### config.mk
export PLATFORM = sky130hd
export DESIGN_NAME = mmsm_top
export DESIGN_NICKNAME = d
export VERILOG_FILES = /design/src/rtl/mmsm_pkg.sv /design/src/rtl/mmsm_scl_div.sv /design/src/rtl/mmsm_top.sv
export VERILOG_INCLUDE_DIRS = /design/src /design/src/rtl
export SDC_FILE = /design/constraint.sdc
export NUM_CORES = 1
export LEC_CHECK = 0
export BUFFER_PORTS_ARGS = -buffer_cell sky130_fd_sc_hd__buf_2
export CAP_MARGIN = 20
export CELL_PAD_IN_SITES_DETAIL_PLACEMENT = 2
export CELL_PAD_IN_SITES_GLOBAL_PLACEMENT = 2
export CORE_ASPECT_RATIO = 1.5
export CORE_MARGIN = 3
export CORE_UTILIZATION = 34
export CTS_BUF_LIST = sky130_fd_sc_hd__clkbuf_4 sky130_fd_sc_hd__clkbuf_8 sky130_fd_sc_hd__clkbuf_16
export DETAILED_ROUTE_END_ITERATION = 12
export PLACE_DENSITY_LB_ADDON = 0.25
export SLEW_MARGIN = 40
export SYNTH_ARGS = -nofsm -noshare
export SYNTH_HDL_FRONTEND = slang
export SYNTH_SLANG_ARGS = --single-unit
### constraint.sdc
create_clock -name I_MCLK -period 3.5 [get_ports I_MCLK]
set_clock_uncertainty 0.1 [all_clocks]
set_input_delay 0.175 -clock I_MCLK [delete_from_list [all_inputs] [get_ports I_MCLK]]
set_output_delay 0.175 -clock I_MCLK [all_outputs]
set_load 0.01 [all_outputs]
### src/rtl/mmsm_regs.svh
// Purpose: Register offsets, field positions, resets and timing counts
// Assumes: APB byte addressing, one 32-bit word per register
// Notes:   Printed offsets are register indices; byte address is 4x
`ifndef MMSM_REGS_SVH
`define MMSM_REGS_SVH

// ------------------------------------------------------------
// Register indices and byte addresses
// ------------------------------------------------------------
`define MMSM_IDX_MACCFG      8'h13
`define MMSM_IDX_MUXSETUP    8'h14
`define MMSM_IDX_MUXCTRL     8'h15
`define MMSM_ADDR_MACCFG     12'h04c
`define MMSM_ADDR_MUXSETUP   12'h050
`define MMSM_ADDR_MUXCTRL    12'h054

// ------------------------------------------------------------
// Field positions
// ------------------------------------------------------------
`define MMSM_MACMODE_LSB     4'he
`define MMSM_FLSRC_LSB       4'h0
`define MMSM_DEVADDR_LSB     4'h9
`define MMSM_SCLSEL_LSB      4'h4
`define MMSM_PORTEN_LSB      4'h0
`define MMSM_DIR_LSB         4'h8

// ------------------------------------------------------------
// Reset values
// ------------------------------------------------------------
`define MMSM_MACMODE_RST     2'h0
`define MMSM_FLSRC_RST       4'hf
`define MMSM_DEVADDR_RST     7'h50
`define MMSM_SCLSEL_RST      2'h1
`define MMSM_PORTEN_RST      4'h0
`define MMSM_DIR_RST         1'h1

// ------------------------------------------------------------
// SCL timing: frequency in kHz, clock in kHz
// ------------------------------------------------------------
`define MMSM_CLK_KHZ         200000
`define MMSM_SCL_50_KHZ      50
`define MMSM_SCL_100_KHZ     100
`define MMSM_SCL_400_KHZ     400
`define MMSM_SCL_2000_KHZ    2000
// Half-period counts, rounded down so SCL never runs slow
`define MMSM_HALF_50         (`MMSM_CLK_KHZ / (2 * `MMSM_SCL_50_KHZ))
`define MMSM_HALF_100        (`MMSM_CLK_KHZ / (2 * `MMSM_SCL_100_KHZ))
`define MMSM_HALF_400        (`MMSM_CLK_KHZ / (2 * `MMSM_SCL_400_KHZ))
`define MMSM_HALF_2000       (`MMSM_CLK_KHZ / (2 * `MMSM_SCL_2000_KHZ))

`endif

### src/rtl/mmsm_pkg.sv
// Purpose: Types shared by the configuration block
// Assumes: Nothing beyond the register header
// Notes:   Encodings follow the field codes directly
package mmsm_pkg;

    // ------------------------------------------------------------
    // Field encodings
    // ------------------------------------------------------------
    typedef enum logic [1:0] {
        MMSM_MAC_SGMII  = 2'h0,
        MMSM_MAC_QSGMII = 2'h1,
        MMSM_MAC_RSV2   = 2'h2,
        MMSM_MAC_RSV3   = 2'h3
    } mmsm_mac_mode_type;

    typedef enum logic [1:0] {
        MMSM_SCL_50K  = 2'h0,
        MMSM_SCL_100K = 2'h1,
        MMSM_SCL_400K = 2'h2,
        MMSM_SCL_2M   = 2'h3
    } mmsm_scl_sel_type;

    // APB slave phases, Gray along idle->access->idle
    typedef enum logic [1:0] {
        MMSM_APB_IDLE   = 2'h0,
        MMSM_APB_ACCESS = 2'h1
    } mmsm_apb_state_type;

endpackage

### src/rtl/mmsm_scl_div.sv
// Purpose: Free-running SCL divider for the serial mux
// Assumes: Select is stable register output on the same clock
// Notes:   Count is compared live against the half-period; a new rate
//          applies to the phase in progress, so a change can cut it short or stretch it
`timescale 1ns/1ps
`include "mmsm_regs.svh"

module mmsm_scl_div #(
    parameter int CNT_W = 12
) (
    // Clock and reset
    input  wire logic             i_clk,
    input  wire logic             i_rst_b,
    // Control
    input  wire logic [1:0]       i_sel,
    // Output
    output logic                  o_scl
);

    logic [CNT_W-1:0] half_cnt;
    logic [CNT_W-1:0] cnt_r;
    logic [CNT_W-1:0] cnt_nxt;
    logic             scl_r;
    wire              wrap;

    // ------------------------------------------------------------
    // Rate select
    // ------------------------------------------------------------
    always_comb begin
        case (i_sel)
            2'h0:    half_cnt = CNT_W'(`MMSM_HALF_50 - 1);
            2'h1:    half_cnt = CNT_W'(`MMSM_HALF_100 - 1);
            2'h2:    half_cnt = CNT_W'(`MMSM_HALF_400 - 1);
            default: half_cnt = CNT_W'(`MMSM_HALF_2000 - 1);
        endcase
    end

    assign wrap    = (cnt_r >= half_cnt);
    assign cnt_nxt = wrap ? '0 : cnt_r + CNT_W'(1);

    always_ff @(posedge i_clk or negedge i_rst_b) begin
        if (!i_rst_b) begin
            cnt_r <= '0;
            scl_r <= 1'b1;
        end else begin
            cnt_r <= cnt_nxt;
            if (wrap) begin
                scl_r <= ~scl_r;
            end
        end
    end

    assign o_scl = scl_r;

endmodule

### src/rtl/mmsm_top.sv
// Purpose: MAC mode and serial mux configuration registers
// Assumes: APB master on I_MCLK; pin inputs are asynchronous
// Notes:   Pin outputs are registered; mux transactions live elsewhere
//
// Behaviour
// - MAC mode field: 00 SGMII, 01 QSGMII
// - Fail source: ports 0-3, 1100-1111 disable
// - Selected port failure drives shared pin
// - Seven-bit device address, default byte 0xA1
// - Direction 1 read, 0 write, reset read
// - SCL rate 50k/100k/400k/2M, reset 100k
// - Per-port enables; zero returns pin to GPIO
// - Serial LED forces mux port 0 GPIO
//
// Implementation choice: the APB register port.
`timescale 1ns/1ps
`include "mmsm_regs.svh"

module mmsm_top (
    // Clock and reset
    input  wire logic        I_MCLK,
    input  wire logic        I_RST_B,
    // APB slave
    input  wire logic        I_PSEL,
    input  wire logic        I_PENABLE,
    input  wire logic        I_PWRITE,
    input  wire logic [11:0] I_PADDR,
    input  wire logic [31:0] I_PWDATA,
    input  wire logic [3:0]  I_PSTRB,
    output logic      [31:0] O_PRDATA,
    output logic             O_PREADY,
    output logic             O_PSLVERR,
    // Port status pins
    input  wire logic [3:0]  I_PORT_LINK_FAIL,
    input  wire logic        I_SERIAL_LED_EN,
    // Shared fast link failure pin
    output logic             O_FAST_LINK_FAILURE_PIN,
    output logic             O_FAST_LINK_FAILURE_PIN_OE,
    // Serial mux configuration outputs
    output logic [1:0]       O_MAC_MODE,
    output logic [7:0]       O_ADDR_BYTE,
    output logic [3:0]       O_MUX_PORT_ACTIVE,
    output logic [3:0]       O_MUX_SCL
);

    // ------------------------------------------------------------
    // Storage
    // ------------------------------------------------------------
    mmsm_pkg::mmsm_mac_mode_type mac_mode_r;
    logic [3:0]             fl_src_r;
    logic [6:0]             dev_addr_r;
    mmsm_pkg::mmsm_scl_sel_type scl_sel_r;
    logic [3:0]             port_en_r;
    logic                   dir_r;
    mmsm_pkg::mmsm_apb_state_type apb_st_r;
    mmsm_pkg::mmsm_apb_state_type apb_st_nxt;
    logic [31:0]            prdata_r;
    logic                   pready_r;
    logic                   pslverr_r;
    logic [3:0]             fail_s1_r;
    logic [3:0]             fail_s2_r;
    logic                   led_s1_r;
    logic                   led_s2_r;
    logic                   fl_pin_r;
    logic                   fl_oe_r;
    logic [7:0]             addr_byte_r;
    logic [3:0]             active_r;
    logic [3:0]             scl_out_r;
    logic                   scl;

    // ------------------------------------------------------------
    // APB decode
    // ------------------------------------------------------------
    wire        setup     = I_PSEL && !I_PENABLE;
    wire        hit_mac   = (I_PADDR == `MMSM_ADDR_MACCFG);
    wire        hit_mux   = (I_PADDR == `MMSM_ADDR_MUXSETUP);
    wire        hit_ctl   = (I_PADDR == `MMSM_ADDR_MUXCTRL);
    wire        mapped    = hit_mac || hit_mux || hit_ctl;
    wire        wr_go     = setup && I_PWRITE && mapped;
    wire        lo_en     = I_PSTRB[0];
    wire        hi_en     = I_PSTRB[1];
    wire [15:0] wd        = I_PWDATA[15:0];

    // Reserved bits left out of every image, so reads give zero
    wire [15:0] rd_mac = {mac_mode_r, 10'h000, fl_src_r};
    wire [15:0] rd_mux = {dev_addr_r, 3'h0, scl_sel_r,
                          port_en_r};
    wire [15:0] rd_ctl = {7'h00, dir_r, 8'h00};
    wire [15:0] rd_sel = hit_mac ? rd_mac :
                         hit_mux ? rd_mux :
                         hit_ctl ? rd_ctl : 16'h0000;

    // No wait state: setup captures, first access cycle answers
    always_comb begin
        case (apb_st_r)
            mmsm_pkg::MMSM_APB_IDLE:
                apb_st_nxt = setup ? mmsm_pkg::MMSM_APB_ACCESS
                                   : mmsm_pkg::MMSM_APB_IDLE;
            default: apb_st_nxt = mmsm_pkg::MMSM_APB_IDLE;
        endcase
    end

    always_ff @(posedge I_MCLK or negedge I_RST_B) begin
        if (!I_RST_B) begin
            apb_st_r  <= mmsm_pkg::MMSM_APB_IDLE;
            prdata_r  <= 32'h0000_0000;
            pready_r  <= 1'b0;
            pslverr_r <= 1'b0;
        end else begin
            apb_st_r  <= apb_st_nxt;
            // Ready marks the access cycle that the state enters
            pready_r  <= (apb_st_nxt == mmsm_pkg::MMSM_APB_ACCESS);
            pslverr_r <= setup && !mapped;
            if (setup) begin
                prdata_r <= I_PWRITE ? 32'h0000_0000 : {16'h0000, rd_sel};
            end
        end
    end

    // ------------------------------------------------------------
    // Register writes (taken in setup, visible at the answer)
    // ------------------------------------------------------------
    // Strobes gate each byte, so a low-byte write keeps the address
    wire        wr_mac_hi = wr_go && hit_mac && hi_en;
    wire        wr_mac_lo = wr_go && hit_mac && lo_en;
    wire        wr_mux_hi = wr_go && hit_mux && hi_en;
    wire        wr_mux_lo = wr_go && hit_mux && lo_en;
    wire        wr_ctl_hi = wr_go && hit_ctl && hi_en;

    always_ff @(posedge I_MCLK or negedge I_RST_B) begin
        if (!I_RST_B) begin
            mac_mode_r <= mmsm_pkg::mmsm_mac_mode_type'(`MMSM_MACMODE_RST);
            fl_src_r   <= `MMSM_FLSRC_RST;
            dev_addr_r <= `MMSM_DEVADDR_RST;
            scl_sel_r  <= mmsm_pkg::mmsm_scl_sel_type'(`MMSM_SCLSEL_RST);
            port_en_r  <= `MMSM_PORTEN_RST;
            dir_r      <= `MMSM_DIR_RST;
        end else begin
            if (wr_mac_hi) begin
                mac_mode_r <= mmsm_pkg::mmsm_mac_mode_type'(
                    wd[`MMSM_MACMODE_LSB +: 2]);
            end
            if (wr_mac_lo) begin
                fl_src_r <= wd[`MMSM_FLSRC_LSB +: 4];
            end
            if (wr_mux_hi) begin
                dev_addr_r <= wd[`MMSM_DEVADDR_LSB +: 7];
            end
            if (wr_mux_lo) begin
                scl_sel_r <= mmsm_pkg::mmsm_scl_sel_type'(
                    wd[`MMSM_SCLSEL_LSB +: 2]);
                port_en_r <= wd[`MMSM_PORTEN_LSB +: 4];
            end
            if (wr_ctl_hi) begin
                dir_r <= wd[`MMSM_DIR_LSB];
            end
        end
    end

    // ------------------------------------------------------------
    // Pin input synchronisers
    // ------------------------------------------------------------
    always_ff @(posedge I_MCLK or negedge I_RST_B) begin
        if (!I_RST_B) begin
            fail_s1_r <= 4'h0;
            fail_s2_r <= 4'h0;
            led_s1_r  <= 1'b0;
            led_s2_r  <= 1'b0;
        end else begin
            fail_s1_r <= I_PORT_LINK_FAIL;
            fail_s2_r <= fail_s1_r;
            led_s1_r  <= I_SERIAL_LED_EN;
            led_s2_r  <= led_s1_r;
        end
    end

    // ------------------------------------------------------------
    // Derived outputs
    // ------------------------------------------------------------
    // Codes 0100-1011 are undefined; treated as disabled for safety
    wire       fl_valid = (fl_src_r[3:2] == 2'h0);
    wire       fl_sel   = fail_s2_r[fl_src_r[1:0]];
    wire       fl_drive = fl_valid & fl_sel;
    wire [3:0] active   = {port_en_r[3:1],
                           port_en_r[0] & ~led_s2_r};
    // Idle high on disabled ports, like a released bus
    wire [3:0] scl_pins = ~active | {4{scl}};

    mmsm_scl_div u_scl_div (
        .i_clk   (I_MCLK),
        .i_rst_b (I_RST_B),
        .i_sel   (scl_sel_r),
        .o_scl   (scl)
    );

    always_ff @(posedge I_MCLK or negedge I_RST_B) begin
        if (!I_RST_B) begin
            fl_pin_r    <= 1'b0;
            fl_oe_r     <= 1'b0;
            addr_byte_r <= 8'h00;
            active_r    <= 4'h0;
            scl_out_r   <= 4'hf;
        end else begin
            fl_pin_r    <= fl_drive;
            fl_oe_r     <= fl_valid;
            addr_byte_r <= {dev_addr_r, dir_r};
            active_r    <= active;
            scl_out_r   <= scl_pins;
        end
    end

    assign O_PRDATA                   = prdata_r;
    assign O_PREADY                   = pready_r;
    assign O_PSLVERR                  = pslverr_r;
    assign O_FAST_LINK_FAILURE_PIN    = fl_pin_r;
    assign O_FAST_LINK_FAILURE_PIN_OE = fl_oe_r;
    assign O_MAC_MODE                 = mac_mode_r;
    assign O_ADDR_BYTE                = addr_byte_r;
    assign O_MUX_PORT_ACTIVE          = active_r;
    assign O_MUX_SCL                  = scl_out_r;

endmodule

=== Yosys cells after proc, flatten, opt, wreduce, memory -nomap -nowiden ===
Index checks and enable logic that the tools add are counted.

* Register bits after elaboration: 96
* Input bits: 58
* Output and inout port bits: 54
* Word-level logic and storage cells: 65

* $add $sub $neg: 1
* $lt $le $gt $ge: 2
* Eq/ne operators: 6
* Multiplexer cells: 10
* Bitwise gates (word level): 6
* Reductions and logical operators: 19

{| class="wikitable"
|+ Operator list
! cell !! count
|-
| 16-bit 2-to-1 mux || 3
|-
| 12-bit by 7-bit == test with 1-bit output (second input constant) || 3
|-
| 11-bit one-hot mux with 3 select lines || 1
|-
| 12-bit by 1-bit adder with 12-bit output (second input constant) || 1
|-
| 12-bit by 11-bit greater-or-equal comparator with 1-bit output || 1
|-
| 1-bit logical AND || 12
|-
| 12-bit 2-to-1 mux || 1
|-
| 9-bit 2-to-1 mux || 1
|-
| 2-bit zero test || 3
|-
| 4-bit NOT || 1
|-
| 4-bit bitwise OR || 1
|-
| 2-bit by 3-bit less-than comparator with 1-bit output (second input constant) || 1
|-
| 1-bit 2-to-1 mux || 3
|-
| 1-bit bitwise AND || 2
|-
| 1-bit binary-select mux with 2-bit select || 1
|-
| 2-bit by 1-bit == test with 1-bit output (second input constant) || 1
|-
| 2-bit == test (second input constant) || 1
|-
| 1-bit zero test || 2
|-
| 1-bit logical OR || 2
|-
| 1-bit NOT || 2
|-
| 1-bit == test (second input constant) || 1
|}

=== Longest topological paths before layout ===
Gate-level depths: netlist (run 1).

* Word-level depth: 6
* Depth in mapped cells: 9
* Gate-level depth less buffers: 8

=== Hierarchy ===
From an unflattened synthesis (run 1), not the netlist that was laid out.

* Cells, all modules: 251
* Area, all modules: 3331.9 µm²

{| class="wikitable"
|+ Modules (own cells, without submodules)
! module !! instances !! cells an instance !! area each (µm²) !! seq. area each (µm²)
|-
| mmsm_top || 1 || 160 || 2401.1 || 1616.6
|-
| mmsm_scl_div || 1 || 91 || 930.9 || 326.6
|}

=== Least setup slack after synthesis (run 1) ===
OpenSTA, ideal clock, no wires.

* Kind: register to register
* Start point: register scl_sel_r[1]
* End point: register u_scl_div.cnt_r[10]
* Library setup time: 0.071 ns
* Arrival time: 1.890 ns
* Data required time: 3.329 ns
* Path slack: 1.439 ns
* Stages on the path, launching flop included: 9
* Buffers on the path: 1
* Clock period less this slack: 2.061 ns
* Cell sequence: dfrtp_1 -> or2_2 -> ha_1 -> and4b_1 -> and3_1 -> nand3_1 -> nand4_1 -> buf_2 -> nor2_1

* Longest elaborated chain between the ends: 4
* Elaborated cells on any way between the ends: 6
* Classes of those cells: order compare (1); eq/ne (2); mux (2); reduce/logical (1)

{| class="wikitable"
|+ Ends and longest elaborated chain
! element !! RTL line !! text
|-
| from (decl) || mmsm_top.sv:52 || <nowiki>mmsm_pkg::mmsm_scl_sel_type scl_sel_r;</nowiki>
|-
| from (signal assigned) || mmsm_top.sv:135 || <nowiki>scl_sel_r <= mmsm_pkg::mmsm_scl_sel_type'(`MMSM_SCLSEL_RST);</nowiki>
|-
| from (signal assigned) || mmsm_top.sv:150 || <nowiki>scl_sel_r <= mmsm_pkg::mmsm_scl_sel_type'(</nowiki>
|-
| 2-bit == test (tied with other cells) || mmsm_scl_div.sv:30 || <nowiki>case (i_sel)</nowiki>
|-
| 11-bit one-hot mux with 3 select lines * || mmsm_scl_div.sv:30 ||
|-
| 12-bit by 11-bit greater-or-equal comparator with 1-bit output * || mmsm_scl_div.sv:38 || <nowiki>assign wrap = (cnt_r >= half_cnt);</nowiki>
|-
| 12-bit 2-to-1 mux * || mmsm_scl_div.sv:39 || <nowiki>assign cnt_nxt = wrap ? '0 : cnt_r + CNT_W'(1);</nowiki>
|-
| net u_scl_div.cnt_nxt[10] || mmsm_scl_div.sv:22 || <nowiki>logic [CNT_W-1:0] cnt_nxt;</nowiki>
|-
| to (signal assigned) || mmsm_scl_div.sv:46 || <nowiki>cnt_r <= cnt_nxt;</nowiki>
|-
| to (decl) || mmsm_scl_div.sv:21 || <nowiki>logic [CNT_W-1:0] cnt_r;</nowiki>
|}

Mark *: on every way through the listed nets, which the timed path passes. The rest lies on a longest branch.
A chain may end at the register's enable or synchronous reset.

=== Worst setup path after layout (run 1) ===
* Start point: register scl_sel_r[1]
* End point: register u_scl_div.scl_r, in the netlist u_scl_div.o_scl

* Longest elaborated chain between the ends: 3
* Elaborated cells on any way between the ends: 5
* Classes of those cells: order compare (1); eq/ne (2); mux (1); reduce/logical (1)

{| class="wikitable"
|+ Ends and longest elaborated chain
! element !! RTL line !! text
|-
| 2-bit == test (tied with other cells) || mmsm_scl_div.sv:30 ||
|-
| 11-bit one-hot mux with 3 select lines * || mmsm_scl_div.sv:30 ||
|-
| 12-bit by 11-bit greater-or-equal comparator with 1-bit output * || mmsm_scl_div.sv:38 ||
|-
| to (signal assigned) || mmsm_scl_div.sv:48 || <nowiki>scl_r <= ~scl_r;</nowiki>
|-
| to (decl) || mmsm_scl_div.sv:23 || <nowiki>logic scl_r;</nowiki>
|}

Mark *: on every way between the ends. The rest lies on a longest branch, timed or not.

==> results of run 1 <==
==> repair_timing <==
action / CTS / global route
endpoints found under the hold margin: 85 / 0
hold buffers: 18 / 0
gates resized for setup: 0 / 0
endpoints found under the setup margin: 0 / 0
==> state kept, by name, indices dropped and copies added (netlist names) <==
register                    flops
u_scl_div.cnt_r                12
O_PREADY                        1
fail_s2_r                       4
dir_r                           1
O_PRDATA                       14
O_MUX_SCL                       4
led_s2_r                        1
O_MUX_PORT_ACTIVE               4
O_PSLVERR                       1
O_MAC_MODE                      2
fl_src_r                        4
O_FAST_LINK_FAILURE_PIN_OE      1
O_FAST_LINK_FAILURE_PIN         1
O_ADDR_BYTE                     8
port_en_r                       4
dev_addr_r                      7
u_scl_div.o_scl                 1
fail_s1_r                       4
scl_sel_r                       2
led_s1_r                        1
==> metrics by stage <==
stage	total power, mW	area [um2]
after floorplan	0.9519	3268
after global placement	0.9833	3610
after detailed placement	0.9865	3616
after CTS	1.881	4079
after global routing	1.933	4079
final	1.863	4079
==> logic make-up after synthesis <==
logic type / count (synthesis)
flops: 77
simple gates: 70
compound gates: 30
buf+inv: 27
mux: 22
xor+xnor: 10
fa+ha+maj: 9
other cells: 1
==> critical path: stages, from the launching register on <==
cell and delay, ns:
dfrtp_1 0.50, or2_2 0.35, inv_1 0.06, ha_1 0.23, a21oi_1 0.19, a21oi_1 0.10
o21ai_0 0.21, nand4_1 0.54, xor2_1 0.32
==> power by group <==
group	switching (mW)	internal (mW)	leakage, nW
combinational	0.0498	0.0344	0.991
clock	0.371	0.507	0.131
sequential	0.00233	0.899	0.982
total	0.423	1.44	2.10
==> metal layers <==
metal | global-route usage | vias up | wire length [um]
met5 | 0 | - | 0
met4 | 0.07269 | 0 | 164
met3 | 0.02647 | 11 | 299
met2 | 0.2949 | 50 | 4585
met1 | 0.1826 | 1130 | 3035
li1 | - | 1012 | -
==> cell type report <==
class,count,share of cell area
sequential,77,0.4764
multi-input combinational,159,0.2816
timing repair buffer,91,0.1353
clock buffer,11,0.06043
tap,110,0.03374
clock inverter,5,0.008896
inverter,4,0.003681
==> layout by cell type (no fill, tap or decap), drive strengths merged, types with 3 or more instances in the layout <==
master       Yosys  routed
buf             21      73
dfrtp           64      64
nor2            24      24
mux2            20      20
conb             1      18
dlygate4sd3      0      18
dfstp           13      13
a22o            13      13
clkbuf           2      11
ha               9       9
nand2            8       8
a21oi            6       6
nand3            6       6
a21o             6       6
nand2b           6       6
nand4            5       5
xnor2            5       5
xor2             5       5
nor2b            5       5
inv              4       4
and3             4       4
nor3             4       4
o21ai            3       3
clkinvlp         0       3
==> worst max path at each step <==
stage / slack, ns / endpoint / start / cells past startpoint
5_1_grt: 0.54 / u_scl_div.o_scl / scl_sel_r[1] / 8
6_report: 0.80 / u_scl_div.o_scl / scl_sel_r[1] / 8
4_1_cts: 0.73 / u_scl_div.o_scl / scl_sel_r[1] / 7
3_5_place_dp: 0.77 / u_scl_div.o_scl / scl_sel_r[1] / 7
2_1_floorplan: 1.44 / u_scl_div.cnt_r[10] / scl_sel_r[1] / 8
3_3_place_gp: 0.83 / u_scl_div.o_scl / scl_sel_r[1] / 7
==> out/qor.txt, run 1 <==
Netlist cell types: 38
Type of origin of the critical path: flop
Placed cell count: 423
Clk sinks: 77
Minimum clock period: 2.702 ns
Reg2reg setup slack: 0.80 ns
Initial antenna violation count: 0
Setup repair after global routing missed its margin: false
Endpoint class of the critical path: flop
Share of cells above drive strength 1: 0.3804
Synth Area in Adders: 0.03514
Maximum buffer depth of the clock tree: 2
IO buf count: 73
Crit path required time: 3.63 ns
Total track usage: 0.1625
Total Die Area: 10650 um2
Hold path startpoint: I_PWDATA[2]
Crit-path max FO: 13
Commonest cells post-synth: 64 x dfrtp_1, 22 x nor2_1, 20 x mux2_2
Worst-path clk slew: 0.06 ns
Crit path kind: flop to flop
Worst Hold Depth: 2
Status: complete, no violations
Synth area leader: dfrtp_1
Multi-input gate area: 1149 um2
H-tree level count: 3
Largest family of logic cells by synthesized area: simple AND/OR/NAND/NOR gates
Post-Layout Cell Count: 457
Post-DP HPWL: 5.387 mm
Maxcap violations: 0
Setup total negative slack: 0 ns
Synth Area in XOR/XNOR: 0.02733
Pre-antenna DRT Iters: 4
Synth warnings: 0
Routed len/inst: 17.69 um
Final Util: 0.4539
Area Growth Syn to Fin: 27.29%
Gpl congestion: 0.7259
Worst R2R Start: scl_sel_r[1]
Synth Instances: 246
Largest net degree at the start of global routing: 78
Fmax: 370.1 MHz
Max transition margin: 0.5268
Vias per cell: 4.821
Core ar.: 8986 um2
Slew @ Worst Pin: 0.7099 ns
#FFs+latches synth: 77
Main flop type after synthesis: dfrtp_1
Register Area: 1943 um2
Clock Latency Late Sink: 0.33 ns
DR iter-0 viols: 80
Top cell type's share of synthesized area: 0.4998
First-pass GRT wire length: 13.28 mm
Lkg Pwr: 2.105 nW
Ant. Diodes: 0
Drc violations: 0
Hold Crit Class: primary input to flop
Post-synth EDFFs: 0
Row cnt: 42
Final Hold Fails: 0
CTS tree: built
CTS Buf Count: 9
Arrival time worst endpoint: 2.84 ns
RR Endpoint: u_scl_div.o_scl
Power Density: 456.8 nW/um2
Period utilization: 0.7719
I/O pin total: 112
Synth Area in Compound Gates: 0.06872
Vias: 2203
Finish-stage setup viols: 0
Synth async-reset ratio: 1.000
Starting Density: 0.3566
Hold_ws: 0.01293 ns
DRT Wirelength: 8.084 mm
VDD IR max: 0.2209 mV
Pre-CTS setup slack: 0.7732 ns
Most common cell in the netlist: dfrtp_1
Synth Area in Simple Gates: 0.1250
R2R depth: 8
Final slew viol count: 0
Synth Cell Area: 3204 um2
Vias in the first global route: 2535
Hold Path Sink: port_en_r[2]
Die width: 85.27 um
Mux contribution to synthesized area: 0.08044
Final worst setup slack: 0.7984 ns
Setup bufs post-CTS: 0
Largest cells by area after synthesis: dfrtp_1 50%, dfstp_2 11%, mux2_2 7.0%
Seq/Total Area, Yosys: 0.6064
Grt ovf: 0
Syn_area_per_cell: 13.03 um2
Die height: 124.9 um
CTS root buffer: clkbuf_16
Layout Nets: 409
Post-route ant nets: 0
# fillers: 934
(Power assumes the default switching activity.)
==> run 2, diff against run 1 <==
--- a/config.mk
+++ b/config.mk
@@ -6,13 +6,14 @@
 export SDC_FILE = /design/constraint.sdc
 export NUM_CORES = 1
 export LEC_CHECK = 0
+export ABC_AREA = 1
 export BUFFER_PORTS_ARGS = -buffer_cell sky130_fd_sc_hd__buf_2
 export CAP_MARGIN = 20
 export CELL_PAD_IN_SITES_DETAIL_PLACEMENT = 2
 export CELL_PAD_IN_SITES_GLOBAL_PLACEMENT = 2
 export CORE_ASPECT_RATIO = 1.5
 export CORE_MARGIN = 3
-export CORE_UTILIZATION = 34
+export CORE_UTILIZATION = 29
 export CTS_BUF_LIST = sky130_fd_sc_hd__clkbuf_4 sky130_fd_sc_hd__clkbuf_8 sky130_fd_sc_hd__clkbuf_16
 export DETAILED_ROUTE_END_ITERATION = 12
 export PLACE_DENSITY_LB_ADDON = 0.25
==> constraint.sdc (replaced) <==
create_clock -name I_MCLK -period 2.6 [get_ports I_MCLK]
set_clock_uncertainty 0.1 [all_clocks]
set_input_delay 0.13 -clock I_MCLK [delete_from_list [all_inputs] [get_ports I_MCLK]]
set_output_delay 0.13 -clock I_MCLK [all_outputs]
set_load 0.01 [all_outputs]
==> out/qor.txt, run 2 <==
Share of cells above drive strength 1: 0.2422
Synth Area in Adders: 0.03157
Row cnt: 49
Total Die Area: 13690 um2
Max transition margin: 0.5159
CTS tree: built
Ant. Diodes: 0
CTS Buf Count: 9
Worst Hold Depth: 5
Crit path kind: flop to flop
Seq/Total Area, Yosys: 0.5447
Top cell type's share of synthesized area: 0.4490
Netlist cell types: 30
Total power: 2.761 mW
Setup bufs post-CTS: 0
Reg2reg setup slack: 0.42 ns
Crit-path max FO: 13
DRT Wirelength: 9.978 mm
Endpoint class of the critical path: flop
Status: complete, no violations
# fillers: 1402
I/O pin total: 112
Pre-CTS setup slack: 0.3840 ns
Synth async-reset ratio: 1.000
Main flop type after synthesis: dfrtp_1
Power Density: 605.2 nW/um2
Slew @ Worst Pin: 0.7261 ns
# resized after CTS: 0
Leading cell type in the layout, fill and taps excluded: nand2_1
Lkg Pwr: 2.473 nW
Synth Area in Compound Gates: 0.02105
Total track usage: 0.1622
Starting Density: 0.2969
Post-Layout Cell Count: 665
Finish-stage setup viols: 0
VDD IR max: 0.2515 mV
Vias per cell: 4.335
Max FFs per register: 14
RR Endpoint: u_scl_div.cnt_r[0]
DR iter-0 viols: 68
Clock Latency Late Sink: 0.33 ns
Routed len/inst: 15.00 um
Largest family of logic cells by synthesized area: simple AND/OR/NAND/NOR gates
Synth Cell Area: 3567 um2
Worst R2R Start: scl_sel_r[1]
Mux contribution to synthesized area: 0
Most frequent cells in the layout: 131 x nand2_1, 72 x buf_2, 64 x dfrtp_1
Maximum buffer depth of the clock tree: 2
Gpl congestion: 0.7672
Synth warnings: 0
Setup repair after global routing missed its margin: false
Pre-antenna DRT Iters: 4
Type of origin of the critical path: flop
R2R depth: 10
#FFs+latches synth: 77
Core ar.: 12020 um2
IO buf count: 73
Fmax: 458.6 MHz
Synth Area in Simple Gates: 0.2834
Die height: 141.8 um
Grt ovf: 0
Final slew viol count: 0
Die width: 96.56 um
Cell area after layout: 4562 um2
Final Util: 0.3796
Hold_ws: 0.02925 ns
Arrival time worst endpoint: 2.28 ns
Setup total negative slack: 0 ns
Most common cell in the netlist: nand2_1
Post-route ant nets: 0
Vias: 2883
CTS root buffer: clkbuf_16
Final Hold Fails: 0
Worst-path clk slew: 0.06 ns
Hold Crit Class: primary input to flop
Hold path startpoint: I_PWDATA[8]
Period utilization: 0.8387
Vias in the first global route: 3292
Synth Instances: 409
Post-DP Area: 4036 um2
First-pass GRT wire length: 16.73 mm
Layout Nets: 574
Crit path required time: 2.70 ns
Initial antenna violation count: 0
Maxcap violations: 0
Post-DP HPWL: 7.333 mm
Hold_buf cts: 19
Post-synth EDFFs: 0
Drc violations: 0
Hold Path Sink: dir_r
Largest net degree at the start of global routing: 78
Largest cells by area after synthesis: dfrtp_1 45%, nand2_1 14%, dfstp_2 9.6%
Syn_area_per_cell: 8.722 um2
Commonest cells post-synth: 131 x nand2_1, 64 x dfrtp_1, 48 x inv_1
Final worst setup slack: 0.4195 ns
Synth Area in XOR/XNOR: 0.01964
Placed cell count: 630
Minimum clock period: 2.181 ns
Clk sinks: 77
H-tree level count: 3
Synth area leader: dfrtp_1
Area Growth Syn to Fin: 27.89%
[run 2: changes by cell type after synthesis, sizes merged, moves of 13 or more]
cell   delta
nand2   +126
inv      +47
nor2     +33
nand3    +23
mux2     -20
a22o     -13
[run 2: area by class of cell]
type / instances / area, um2 / area share
Inverter: 51 / 193.9 / 0.04251
Sequential cell: 77 / 1943 / 0.4259
Clock buffer: 13 / 267.8 / 0.05869
Timing Repair Buffer: 92 / 561.8 / 0.1231
Clock inverter: 3 / 67.56 / 0.01481
Tap cell: 153 / 191.4 / 0.04196
Multi-Input combinational cell: 276 / 1336 / 0.2929
[run 2: layer usage]
metal / part of all wire / global-route usage
met5: 0 / 0
met4: 0.017 / 0.05691
met3: 0.033 / 0.03660
met2: 0.56 / 0.2940
met1: 0.39 / 0.1818
[run 2: critical path: stages (launching register included)]
cell and delay (ns):
dfrtp_1 0.49, nor2_1 0.18, inv_1 0.06, ha_1 0.29
nand2_1 0.06, inv_1 0.09, nand2_1 0.07, nor2_1 0.10
nand3_1 0.10, nand2_1 0.40, nor2_1 0.11
[run 2: how the worst max path moves through the flow]
| stage | startpoint | end | depth (start not counted) | slack (ns) |
|---|---|---|---|---|
| floorplan | scl_sel_r[1] | u_scl_div.cnt_r[9] | 11 | 0.85 |
| global placement | scl_sel_r[1] | u_scl_div.cnt_r[8] | 10 | 0.44 |
| detailed placement | scl_sel_r[1] | u_scl_div.cnt_r[11] | 10 | 0.38 |
| CTS | scl_sel_r[1] | u_scl_div.cnt_r[0] | 10 | 0.35 |
| global route | scl_sel_r[1] | u_scl_div.cnt_r[0] | 10 | 0.19 |
| finish | scl_sel_r[1] | u_scl_div.cnt_r[0] | 10 | 0.42 |
[run 2: where the power goes]
part	leakage, nW	switching [mW]	internal, mW	total [mW]
clock	0.163	0.498	0.915	1.41
combinational	1.34	0.0835	0.0501	0.134
sequential	0.967	0.00355	1.21	1.21
[run 2: cells by family (layout without fill, tap and decap cells)]
group | after synthesis | count (layout)
AND/OR/NAND/NOR | 227 | 227
adder cells (fa/ha/maj) | 9 | 9
flip-flops | 77 | 77
AO/OA/AOI/OAI | 14 | 14
other | 1 | 18
XOR/XNOR | 8 | 8
buffers and inverters | 73 | 159
